[config.mk]
export PLATFORM = sky130hd
export DESIGN_NAME = bsc_top
export DESIGN_NICKNAME = d
export VERILOG_FILES = /design/src/bsc_pkg.sv /design/src/bsc_meas_if.sv /design/src/bsc_level_classify.sv /design/src/bsc_sync_stage.sv /design/src/bsc_top.sv
export SDC_FILE = /design/constraint.sdc
export NUM_CORES = 1
export LEC_CHECK = 0
export BUFFER_PORTS_ARGS = -buffer_cell sky130_fd_sc_hd__buf_4
export CAP_MARGIN = 15
export CORE_ASPECT_RATIO = 1.1
export CORE_MARGIN = 2
export CORE_UTILIZATION = 61
export CTS_BUF_LIST = sky130_fd_sc_hd__clkbuf_16
export CTS_CLUSTER_SIZE = 28
export DETAILED_ROUTE_END_ITERATION = 12
export PLACE_DENSITY_LB_ADDON = 0.1
export SETUP_SLACK_MARGIN = 0.1
export SYNTH_ARGS = -nofsm -noshare
export SYNTH_HDL_FRONTEND = slang
export SYNTH_HIERARCHICAL = 1
export SYNTH_SLANG_ARGS = --single-unit
export TNS_END_PERCENT = 50
[constraint.sdc]
create_clock -name pclk -period 8.5 [get_ports pclk]
set_input_delay 1.7 -clock pclk [delete_from_list [all_inputs] [get_ports pclk]]
set_output_delay 1.7 -clock pclk [all_outputs]
set_load 0.005 [all_outputs]
[src/bsc_pkg.sv]
// constants, register map and helpers for the breaker synchronism check
package bsc_pkg;

	// ==========================================================
	// register byte offsets
	localparam logic [7:0] OFF_CTRL     = 8'h00;
	localparam logic [7:0] OFF_LEVEL    = 8'h04;
	localparam logic [7:0] OFF_STAGE1   = 8'h08;
	localparam logic [7:0] OFF_STAGE2   = 8'h0C;
	localparam logic [7:0] OFF_VBAND    = 8'h10;
	localparam logic [7:0] OFF_DIFF     = 8'h14;
	localparam logic [7:0] OFF_TIMER    = 8'h18;
	localparam logic [7:0] OFF_FLAGS    = 8'h1C;
	localparam logic [7:0] OFF_IRQ_STAT = 8'h20;
	localparam logic [7:0] OFF_IRQ_MASK = 8'h24;

	// ==========================================================
	// control field positions
	localparam int CTRL_SYS_EN   = 0;
	localparam int CTRL_ST1_EN   = 1;
	localparam int CTRL_ST2_EN   = 2;
	localparam int CTRL_SPLIT_EN = 3;
	localparam int CTRL_SIDE     = 4;
	localparam int CTRL_SEL_LO   = 5;
	localparam int CTRL_VBLK_LO  = 8;
	localparam int CTRL_SLIP1_LO = 11;
	localparam int CTRL_SLIP2_LO = 13;
	localparam logic [31:0] CTRL_MASK = 32'h0000_7FFF;

	// volt blocking bits inside the 3-bit field
	localparam int VBLK_UV   = 0;
	localparam int VBLK_OV   = 1;
	localparam int VBLK_DIFF = 2;

	// slip control encodings
	localparam logic [1:0] SLIP_NONE  = 2'h0;
	localparam logic [1:0] SLIP_FREQ  = 2'h1;
	localparam logic [1:0] SLIP_TIMER = 2'h2;
	localparam logic [1:0] SLIP_BOTH  = 2'h3;

	// check input connection choices
	localparam logic [2:0] SEL_AN = 3'h0;
	localparam logic [2:0] SEL_CA = 3'h5;

	// ==========================================================
	// flag bus bit positions
	localparam int FLG_LINE_LIVE = 0;
	localparam int FLG_LINE_DEAD = 1;
	localparam int FLG_BUS_LIVE  = 2;
	localparam int FLG_BUS_DEAD  = 3;
	localparam int FLG_CS1_OK    = 4;
	localparam int FLG_CS2_OK    = 5;
	localparam int FLG_SPLIT     = 6;
	localparam int FLG_INACTIVE  = 7;
	localparam int NUM_FLAGS     = 8;

	// ==========================================================
	// reset values (volts x10, degrees x10, mHz, updates)
	localparam logic [31:0] RST_CTRL   = 32'h0000_290F;
	localparam logic [31:0] RST_LEVEL  = 32'h0082_0140;
	localparam logic [31:0] RST_STAGE1 = 32'h0032_00C8;
	localparam logic [31:0] RST_STAGE2 = 32'h0032_00C8;
	localparam logic [31:0] RST_VBAND  = 32'h0514_021C;
	localparam logic [31:0] RST_DIFF   = 32'h04B0_0041;
	localparam logic [31:0] RST_TIMER  = 32'h0032_0032;

	// ==========================================================
	// helpers
	function automatic logic [15:0] abs16(input logic [15:0] v);
		abs16 = v[15] ? 16'(~v + 16'h0001) : v;
	endfunction

	function automatic logic [15:0] absdiff16(input logic [15:0] a, input logic [15:0] b);
		absdiff16 = (a >= b) ? 16'(a - b) : 16'(b - a);
	endfunction

endpackage

[src/bsc_meas_if.sv]
// measured quantities shared by the top and the check stages
`timescale 1ns/1ns
interface bsc_meas_if;
	logic [15:0] line_mag;
	logic [15:0] bus_mag;
	logic [15:0] angle_mag;
	logic [15:0] slip;
	logic        angle_dec;
	logic        both_live;
	logic        update;

	modport src (
		output line_mag,
		output bus_mag,
		output angle_mag,
		output slip,
		output angle_dec,
		output both_live,
		output update
	);

	modport dst (
		input line_mag,
		input bus_mag,
		input angle_mag,
		input slip,
		input angle_dec,
		input both_live,
		input update
	);
endinterface

[src/bsc_level_classify.sv]
// live and dead classification of one voltage magnitude
`timescale 1ns/1ns
module bsc_level_classify #(
	parameter int W = 16
) (
	input  wire logic [W-1:0] mag,
	input  wire logic [W-1:0] live_thr,
	input  wire logic [W-1:0] dead_thr,
	output logic              live,
	output logic              dead
);
	// ==========================================================
	// compare
	// live is not-less-than, dead is strictly below; a band between
	// the two thresholds leaves both flags low
	assign live = (mag >= live_thr);
	assign dead = (mag < dead_thr);
endmodule

[src/bsc_sync_stage.sv]
// one synchronism check stage with its slip timer
`timescale 1ns/1ns
module bsc_sync_stage #(
	parameter bit NEED_DECREASE = 1'b0
) (
	input  wire logic        pclk,
	input  wire logic        presetn,
	bsc_meas_if.dst          meas,
	input  wire logic        enable,
	input  wire logic [15:0] angle_limit,
	input  wire logic [15:0] slip_limit,
	input  wire logic [1:0]  slip_ctrl,
	input  wire logic [15:0] slip_time,
	input  wire logic [2:0]  vblock,
	input  wire logic [15:0] uv_thr,
	input  wire logic [15:0] ov_thr,
	input  wire logic [15:0] diff_thr,
	output logic             ok
);
	logic [15:0] hold_q;
	logic        cond;
	logic        freq_ok;
	logic        v_ok;
	logic        time_ok;
	logic        use_timer;

	// ==========================================================
	// conditions
	assign freq_ok = !(slip_ctrl == bsc_pkg::SLIP_FREQ || slip_ctrl == bsc_pkg::SLIP_BOTH)
		|| (meas.slip < slip_limit);
	assign v_ok = (!vblock[bsc_pkg::VBLK_OV]
			|| (meas.line_mag < ov_thr && meas.bus_mag < ov_thr))
		&& (!vblock[bsc_pkg::VBLK_UV]
			|| (meas.line_mag > uv_thr && meas.bus_mag > uv_thr))
		&& (!vblock[bsc_pkg::VBLK_DIFF]
			|| (bsc_pkg::absdiff16(meas.line_mag, meas.bus_mag) < diff_thr));
	assign cond = enable && meas.both_live && (meas.angle_mag < angle_limit)
		&& (!NEED_DECREASE || meas.angle_dec) && freq_ok && v_ok;
	assign use_timer = (slip_ctrl == bsc_pkg::SLIP_TIMER || slip_ctrl == bsc_pkg::SLIP_BOTH);
	// this update counts toward the hold time, so a time of 1 passes at once
	assign time_ok = !use_timer || (17'(hold_q) + 17'h00001 >= 17'(slip_time));
	assign ok = cond && time_ok;

	// ==========================================================
	// hold counter, saturating, advanced once per update
	always_ff @(posedge pclk or negedge presetn) begin
		if (!presetn) begin
			hold_q <= 16'h0000;
		end else if (meas.update) begin
			if (!cond) begin
				hold_q <= 16'h0000;
			end else if (hold_q != 16'hFFFF) begin
				hold_q <= 16'(hold_q + 16'h0001);
			end
		end
	end
endmodule

[src/bsc_top.sv]
// breaker synchronism check: apb registers, selection, flags, interrupt
`timescale 1ns/1ns
module bsc_top #(
	parameter int AW = 8
) (
	input  wire logic          pclk,
	input  wire logic          presetn,
	input  wire logic [AW-1:0] paddr,
	input  wire logic          psel,
	input  wire logic          penable,
	input  wire logic          pwrite,
	input  wire logic [31:0]   pwdata,
	output logic [31:0]        prdata,
	output logic               pready,
	output logic               pslverr,
	input  wire logic          meas_update,
	input  wire logic [95:0]   main_mag,
	input  wire logic [95:0]   main_angle,
	input  wire logic [15:0]   check_mag,
	input  wire logic [15:0]   slip_freq,
	input  wire logic          cs1_user_enable,
	input  wire logic          cs2_user_enable,
	input  wire logic          split_user_enable,
	output logic [7:0]         internal_flag_bus,
	output logic               reclose_cs1_ok,
	output logic               reclose_cs2_ok,
	output logic               irq
);
	// ==========================================================
	// register state
	logic [31:0] ctrl_q;
	logic [31:0] level_q;
	logic [31:0] stage1_q;
	logic [31:0] stage2_q;
	logic [31:0] vband_q;
	logic [31:0] diff_q;
	logic [31:0] timer_q;
	logic [bsc_pkg::NUM_FLAGS-1:0] irq_stat_q;
	logic [bsc_pkg::NUM_FLAGS-1:0] irq_mask_q;
	logic [bsc_pkg::NUM_FLAGS-1:0] flags_q;
	logic [bsc_pkg::NUM_FLAGS-1:0] flags_prev_q;
	logic [31:0] prdata_q;
	logic        pready_q;
	logic        pslverr_q;
	logic        irq_q;
	logic [15:0] angle_prev_q;

	// ==========================================================
	// decoded controls
	logic        sys_en;
	logic        st1_en;
	logic        st2_en;
	logic        split_en;
	logic        side_bus;
	logic [2:0]  sel;
	logic [2:0]  vblock;
	logic [1:0]  slip1;
	logic [1:0]  slip2;

	assign sys_en   = ctrl_q[bsc_pkg::CTRL_SYS_EN];
	assign st1_en   = ctrl_q[bsc_pkg::CTRL_ST1_EN];
	assign st2_en   = ctrl_q[bsc_pkg::CTRL_ST2_EN];
	assign split_en = ctrl_q[bsc_pkg::CTRL_SPLIT_EN];
	assign side_bus = ctrl_q[bsc_pkg::CTRL_SIDE];
	assign sel      = ctrl_q[bsc_pkg::CTRL_SEL_LO +: 3];
	assign vblock   = ctrl_q[bsc_pkg::CTRL_VBLK_LO +: 3];
	assign slip1    = ctrl_q[bsc_pkg::CTRL_SLIP1_LO +: 2];
	assign slip2    = ctrl_q[bsc_pkg::CTRL_SLIP2_LO +: 2];

	// ==========================================================
	// apb decode
	logic        acc_first;
	logic        wr_commit;
	logic        addr_hit;
	logic [31:0] rd_word;
	logic [7:0]  addr8;

	assign addr8     = 8'(paddr);
	assign acc_first = psel && penable && !pready_q;
	// writes land on the edge where the master sees pready high
	assign wr_commit = psel && penable && pready_q && pwrite && !pslverr_q;

	always_comb begin
		addr_hit = 1'b1;
		rd_word  = 32'h0000_0000;
		case (addr8)
			bsc_pkg::OFF_CTRL:     rd_word = ctrl_q;
			bsc_pkg::OFF_LEVEL:    rd_word = level_q;
			bsc_pkg::OFF_STAGE1:   rd_word = stage1_q;
			bsc_pkg::OFF_STAGE2:   rd_word = stage2_q;
			bsc_pkg::OFF_VBAND:    rd_word = vband_q;
			bsc_pkg::OFF_DIFF:     rd_word = diff_q;
			bsc_pkg::OFF_TIMER:    rd_word = timer_q;
			bsc_pkg::OFF_FLAGS:    rd_word = {24'h00_0000, flags_q};
			bsc_pkg::OFF_IRQ_STAT: rd_word = {24'h00_0000, irq_stat_q};
			bsc_pkg::OFF_IRQ_MASK: rd_word = {24'h00_0000, irq_mask_q};
			default:               addr_hit = 1'b0;
		endcase
	end

	// one wait state: answer flops load on the first access cycle
	always_ff @(posedge pclk or negedge presetn) begin
		if (!presetn) begin
			pready_q  <= 1'b0;
			prdata_q  <= 32'h0000_0000;
			pslverr_q <= 1'b0;
		end else if (acc_first) begin
			pready_q  <= 1'b1;
			prdata_q  <= (!pwrite && addr_hit) ? rd_word : 32'h0000_0000;
			// flags register is read-only; a write to it is an error
			pslverr_q <= !addr_hit || (pwrite && addr8 == bsc_pkg::OFF_FLAGS);
		end else begin
			pready_q  <= 1'b0;
			pslverr_q <= 1'b0;
		end
	end

	// ==========================================================
	// settings registers
	always_ff @(posedge pclk or negedge presetn) begin
		if (!presetn) begin
			ctrl_q   <= bsc_pkg::RST_CTRL;
			level_q  <= bsc_pkg::RST_LEVEL;
			stage1_q <= bsc_pkg::RST_STAGE1;
			stage2_q <= bsc_pkg::RST_STAGE2;
			vband_q  <= bsc_pkg::RST_VBAND;
			diff_q   <= bsc_pkg::RST_DIFF;
			timer_q  <= bsc_pkg::RST_TIMER;
		end else if (wr_commit) begin
			case (addr8)
				bsc_pkg::OFF_CTRL:   ctrl_q   <= pwdata & bsc_pkg::CTRL_MASK;
				bsc_pkg::OFF_LEVEL:  level_q  <= pwdata;
				bsc_pkg::OFF_STAGE1: stage1_q <= pwdata;
				bsc_pkg::OFF_STAGE2: stage2_q <= pwdata;
				bsc_pkg::OFF_VBAND:  vband_q  <= pwdata;
				bsc_pkg::OFF_DIFF:   diff_q   <= pwdata;
				bsc_pkg::OFF_TIMER:  timer_q  <= pwdata;
				default: ;
			endcase
		end
	end

	// ==========================================================
	// input side and connection selection
	logic [15:0] sel_mag;
	logic [15:0] sel_angle;
	logic [2:0]  sel_safe;

	// out-of-range choices fall back to the first phase-to-neutral pair
	assign sel_safe  = (sel > bsc_pkg::SEL_CA) ? bsc_pkg::SEL_AN : sel;
	assign sel_mag   = main_mag[16*sel_safe +: 16];
	assign sel_angle = main_angle[16*sel_safe +: 16];

	bsc_meas_if meas ();

	assign meas.line_mag  = side_bus ? check_mag : sel_mag;
	assign meas.bus_mag   = side_bus ? sel_mag : check_mag;
	assign meas.angle_mag = bsc_pkg::abs16(sel_angle);
	assign meas.slip      = slip_freq;
	assign meas.update    = meas_update;
	// decreasing is judged against the previous update's angle
	assign meas.angle_dec = (meas.angle_mag < angle_prev_q);

	always_ff @(posedge pclk or negedge presetn) begin
		if (!presetn) begin
			angle_prev_q <= 16'h0000;
		end else if (meas_update) begin
			angle_prev_q <= meas.angle_mag;
		end
	end

	// ==========================================================
	// live and dead classification
	logic line_live;
	logic line_dead;
	logic bus_live;
	logic bus_dead;

	bsc_level_classify #(.W(16)) u_line (
		.mag      (meas.line_mag),
		.live_thr (level_q[15:0]),
		.dead_thr (level_q[31:16]),
		.live     (line_live),
		.dead     (line_dead)
	);

	bsc_level_classify #(.W(16)) u_bus (
		.mag      (meas.bus_mag),
		.live_thr (level_q[15:0]),
		.dead_thr (level_q[31:16]),
		.live     (bus_live),
		.dead     (bus_dead)
	);

	assign meas.both_live = line_live && bus_live;

	// ==========================================================
	// synchronism stages
	logic cs1_ok;
	logic cs2_ok;

	bsc_sync_stage #(.NEED_DECREASE(1'b0)) u_stage1 (
		.pclk        (pclk),
		.presetn     (presetn),
		.meas        (meas),
		.enable      (sys_en && st1_en && cs1_user_enable),
		.angle_limit (stage1_q[15:0]),
		.slip_limit  (stage1_q[31:16]),
		.slip_ctrl   (slip1),
		.slip_time   (timer_q[15:0]),
		.vblock      (vblock),
		.uv_thr      (vband_q[15:0]),
		.ov_thr      (vband_q[31:16]),
		.diff_thr    (diff_q[15:0]),
		.ok          (cs1_ok)
	);

	bsc_sync_stage #(.NEED_DECREASE(1'b1)) u_stage2 (
		.pclk        (pclk),
		.presetn     (presetn),
		.meas        (meas),
		.enable      (sys_en && st2_en && cs2_user_enable),
		.angle_limit (stage2_q[15:0]),
		.slip_limit  (stage2_q[31:16]),
		.slip_ctrl   (slip2),
		.slip_time   (timer_q[31:16]),
		.vblock      (vblock),
		.uv_thr      (vband_q[15:0]),
		.ov_thr      (vband_q[31:16]),
		.diff_thr    (diff_q[15:0]),
		.ok          (cs2_ok)
	);

	// ==========================================================
	// system split
	logic split_now;

	assign split_now = split_en && split_user_enable && meas.both_live
		&& (meas.angle_mag > diff_q[31:16]);

	// ==========================================================
	// flag register, refreshed once per update
	logic [bsc_pkg::NUM_FLAGS-1:0] flags_d;

	always_comb begin
		flags_d = '0;
		flags_d[bsc_pkg::FLG_LINE_LIVE] = line_live;
		flags_d[bsc_pkg::FLG_LINE_DEAD] = line_dead;
		flags_d[bsc_pkg::FLG_BUS_LIVE]  = bus_live;
		flags_d[bsc_pkg::FLG_BUS_DEAD]  = bus_dead;
		flags_d[bsc_pkg::FLG_CS1_OK]    = cs1_ok;
		flags_d[bsc_pkg::FLG_CS2_OK]    = cs2_ok;
		flags_d[bsc_pkg::FLG_SPLIT]     = split_now;
	end

	// disabling takes effect at once, without waiting for an update
	always_ff @(posedge pclk or negedge presetn) begin
		if (!presetn) begin
			flags_q <= '0;
		end else if (!sys_en) begin
			flags_q <= '0;
			flags_q[bsc_pkg::FLG_INACTIVE] <= 1'b1;
		end else if (meas_update) begin
			flags_q <= flags_d;
		end else begin
			flags_q[bsc_pkg::FLG_INACTIVE] <= 1'b0;
		end
	end

	// ==========================================================
	// interrupts: a rising flag sets a sticky bit, write one clears
	logic [bsc_pkg::NUM_FLAGS-1:0] rise;
	logic [bsc_pkg::NUM_FLAGS-1:0] w1c;

	assign rise = flags_q & ~flags_prev_q;
	assign w1c  = (wr_commit && addr8 == bsc_pkg::OFF_IRQ_STAT)
		? pwdata[bsc_pkg::NUM_FLAGS-1:0] : '0;

	always_ff @(posedge pclk or negedge presetn) begin
		if (!presetn) begin
			flags_prev_q <= '0;
			irq_stat_q   <= '0;
		end else begin
			flags_prev_q <= flags_q;
			// set beats clear so an edge in the clearing cycle survives
			irq_stat_q   <= (irq_stat_q & ~w1c) | rise;
		end
	end

	always_ff @(posedge pclk or negedge presetn) begin
		if (!presetn) begin
			irq_mask_q <= '0;
		end else if (wr_commit && addr8 == bsc_pkg::OFF_IRQ_MASK) begin
			irq_mask_q <= pwdata[bsc_pkg::NUM_FLAGS-1:0];
		end
	end

	always_ff @(posedge pclk or negedge presetn) begin
		if (!presetn) begin
			irq_q <= 1'b0;
		end else begin
			irq_q <= |(((irq_stat_q & ~w1c) | rise) & irq_mask_q);
		end
	end

	// ==========================================================
	// outputs
	assign prdata            = prdata_q;
	assign pready            = pready_q;
	assign pslverr           = pslverr_q;
	assign internal_flag_bus = flags_q;
	assign reclose_cs1_ok    = flags_q[bsc_pkg::FLG_CS1_OK];
	assign reclose_cs2_ok    = flags_q[bsc_pkg::FLG_CS2_OK];
	assign irq               = irq_q;
endmodule

==> results <==
- The floorplan step set the die height to approximately 230 um.
- Based on the critical path, the design can be clocked at up to approximately 120 MHz.
- The synthesis warning total is 6.
- The total half-perimeter wirelength after legalization and detailed placement is ~83000 um.
- The arrival time reported for the critical path endpoint is around 8600 ps.
- The main flop type after synthesis is dfrtp_1.
- The clock sink count is about 320.
- The first global-routing pass estimated around 160000 um of wire.
- The total overflow left after global routing is 0.
- Setup repair after global routing left no endpoint under its margin.
- VDD sags by at most 0.000162 V.
- The number of inserted filler cells in the final layout is between 3000 and 4000.
- In the synthesized netlist, the number of instances is around 3200.
- The worst hold path belongs to the class reg -> reg.
- Of the cells placed in the final design, the portion with a size suffix greater than 1 is 0.213.
- Pin placement for this block handled between 300 and 400 I/O pins.
- The floorplan has 82 rows.
- The total area inside the core boundary comes to about 46000 um^2.
- In the post-synthesis netlist, the biggest area contributors are dfrtp_1 25%, ha_1 18%, mux2_2 7.8%, inv_1 5.1%, dfstp_2 4.0%.
- The maximum number of pins on one net before global-route repair is 175.
- On the critical path the largest part of the delay comes from simple AND/OR/NAND/NOR gates.
- Summing all multi-input logic gate instances after layout gives around 18000 um^2.
- The launching element type of the critical path is a register.
- The register share of total power is 0.410.
- The total routing resource utilization after global routing is 0.435.
- The top cell type's share of synthesized area is 0.246.
- The number of flip-flops and latches in the synthesized netlist is between 300 and 400.
- The effective utilization at floorplan is 0.620.
- Clock-pin slew was measured on the worst setup and hold paths at 70 ps.
- Gates resized during post-CTS repair numbered 0.
- Counting both buffers and inverters, the worst setup path holds a total of 4.
- The final hold violation count is 0.
- The per-cell via count in the routed design is between 6 and 7.
- The static power due to leakage is between 10 and 15 nW.
- Post-CTS timing repair inserted 0 buffers for setup.
- The standard cell with the maximum stage delay on the critical path is or4_1.
- Of the total power, the share spent switching nets is 0.311.
- The number of global-route vias before repair is between 20000 and 30000.
- The number of hold buffers added after CTS is 0.
- The setup clock skew after layout is about 33 ps.
- The die area is 48200 um^2.
- Setup violations remaining at the end of the flow were counted as 0.
- The worst setup path is captured at a register.
- The share of flip-flops with an asynchronous set or reset is 1.00.
- Power spread over the standard cell area amounts to ~120 nW/um^2.
- Max-cap violations in this run came to 0.
- For this run, the post-layout net count is around 4200.
- TritonCTS created 29 clock buffers.
- CTS placed an instance of clkbuf_16 at the clock tree root.
- The final critical-path required period is 8030 ps.
- On the worst path, the slowest cell contributes a delay of a little over 900 ps.
- Along the worst path, the maximum fanout reaches 34.
- Clock latency on the worst-skew pair, taken at its later pin, is approximately 600 ps.
- The routability congestion estimate is 1.06.
- The cell count after placement is roughly 4000.
- The clock tree from TritonCTS is yes.
- The post-route antenna net violation count is 0.
- The cell type with the highest aggregate area in the netlist is dfrtp_1.
- After the first detailed-routing iteration, the DRC count stood at approximately 3300.
- The number of input and output port buffers inserted is 317.
- The critical setup path kind is reg -> reg.
- The relative max-transition margin is 0.258.
- At the end of the flow the core is filled with cells to 0.709.
- The synthesized netlist contains roughly 100 unique library cells.
- The most common cell type on the critical path is a21oi_1.
- The longest clock path from root to sink contains 3 buffers.
- When the netlist entered floorplanning its net count stood at 3875.
- For this run, the detailed router's first-pass iteration total came to 9.
- The combinational cell fraction of total power is 0.248.
- For this design the total switching power over the nets is 1.19 mW.
- The cell area after synthesis is 28300 um^2.
- The average instance in the mapped netlist occupies about 8.9 um^2.
- The sequential-to-total area share from yosys stat is 0.286.
- The number of max-slew violations in the final report is 0.
- Of the available clock period, the critical path in the final layout requires 0.944.
- The internal portion of the total power is ~2.6 mW.
- The run finished with clean final reports.
- CTS built an H-tree with a depth of 1.
- The number of antenna violations at the first check in global routing is 3.
- Summing all flip-flop and latch instances after layout gives approximately 8100 um^2.
- The die span in x is 210 um.
- For the pin with the worst max-slew slack, the measured transition is ~1100 ps.
- Of the total power, the clock network draws 0.342.
- The area added between synthesis and finish is 14.4%.
- In the routed design, unresolved DRC markers number 0.
- Counting flops with a built-in enable in the synthesized netlist gives 0.
- Dividing the detail-routed wire length by the instance count gives around 26 um.
- Wires add up to between 100000 and 150000 um.
- The total vias in the final route is between 20000 and 30000.
- At the worst endpoint, the required time is approximately 9000 ps.
- Excluding fillers, the count of instances in the completed layout stands at 4087.
-- synth_stat cells (29+ instances only) --
library cell / instances
ha_1: 404
inv_1: 387
nand2_1: 293
dfrtp_1: 279
a21oi_1: 210
mux2_2: 197
o21ai_0: 142
nor2_1: 110
clkbuf_1: 93
nand3_1: 84
a21o_1: 68
mux2i_1: 58
nor3_1: 50
a22oi_1: 46
nand4_1: 44
xnor2_1: 44
dfstp_2: 43
a31oi_1: 38
a22o_1: 35
o22ai_1: 35
a221oi_1: 31
nor2b_1: 29
-- layout by cell type (no fill, tap or decap), types with 31 or more instances in the layout --
cell type  instances
ha_1             404
buf_4            394
inv_1            390
nand2_1          293
dfrtp_1          277
a21oi_1          209
mux2_2           197
o21ai_0          132
nor2_1           109
nand3_1           84
a21o_1            68
mux2i_1           58
nor3_1            47
a22oi_1           46
xnor2_1           44
nand4_1           44
dfstp_2           43
a31oi_1           37
o22ai_1           35
a22o_1            35
o21ai_1           32
a221oi_1          31
-- routing by layer --
layer | GRT usage | wire length (um) | part of all wire | up-vias
met5 | 0 | 27 | 0.00025 | -
met4 | 0.234 | 6630 | 0.062 | 4
met3 | 0.107 | 11800 | 0.11 | 364
met2 | 0.692 | 47800 | 0.45 | 1624
met1 | 0.546 | 40400 | 0.38 | 13131
li1 | - | - | - | 12090
-- registers in the layout, indices dropped and copies added (netlist names), 15 cells and up --
name	count
stage2_q	32
stage1_q	32
u_stage1/hold_q	16
ctrl_q	15
diff_q	32
prdata	32
vband_q	32
u_stage2/hold_q	16
timer_q	32
angle_prev_q	16
level_q	32
-- worst min-delay path: cells and delay by family, from the launching register on --
family | cells | cell delay [ps]
AND/OR/NAND/NOR | 1 | 50
AO/OA/AOI/OAI | 1 | 60
flip-flops | 1 | 350
-- path summary, 6_finish.rpt --
check | to | slack (ps) | startpoint | cells past startpoint
max | u_stage2/hold_q[6] | 470 | ctrl_q[6] | 25
min | prdata[22] | 490 | prdata[22] | 2
max reg2reg | u_stage2/hold_q[6] | 470 | ctrl_q[6] | 25
min reg2reg | prdata[22] | 490 | prdata[22] | 2
max in group asynchronous | ctrl_q[4] | 5860 | presetn | 2
min in group asynchronous | u_stage2/hold_q[8] | 1090 | presetn | 1
-- final cells by class --
cell class / count / share of cell area
sequential: 322 / 0.250
inverter: 390 / 0.0451
antenna: 1 / 0.0000772
clock buffer: 29 / 0.0224
tap: 588 / 0.0227
clock inverter: 25 / 0.00629
timing repair buffer: 398 / 0.0931
multi-input combinational: 2334 / 0.560
-- kinds of logic after synthesis --
kind of cell	Yosys count	share of synthesized area
buffers and inverters	538	0.0750
adders and majority gates	408	0.181
muxes	285	0.112
DFF	322	0.286
AOI/OAI and AO/OA	827	0.194
and+or+nand+nor	746	0.130
xor gates and xnor gates	68	0.0210
-- power groups by stage --
stage               Clock (mW)  Sequential [mW]  Combinational (mW)
finish                    1.31             1.57               0.949
global route              1.37             1.57                1.03
CTS                       1.31             1.57               0.922
detailed placement           0             1.60               0.915
global placement             0             1.60               0.878
floorplan                    0             1.59               0.531
-- metrics by stage --
step / TNS, ps / instance area, um^2 / setup WS (ps) / hold WS [ps] / total power, mW
after floorplan: 0 / 28300 / 1120 / 415 / 2.12
after global placement: 0 / 31500 / 137 / 464 / 2.47
after detailed placement: -328 / 31500 / -76.6 / 467 / 2.51
after CTS: 0 / 32400 / 235 / 492 / 3.80
after global routing: 0 / 32400 / 148 / 506 / 3.97
final: 0 / 32400 / 474 / 493 / 3.83
Power figures use the tool's default switching activity.
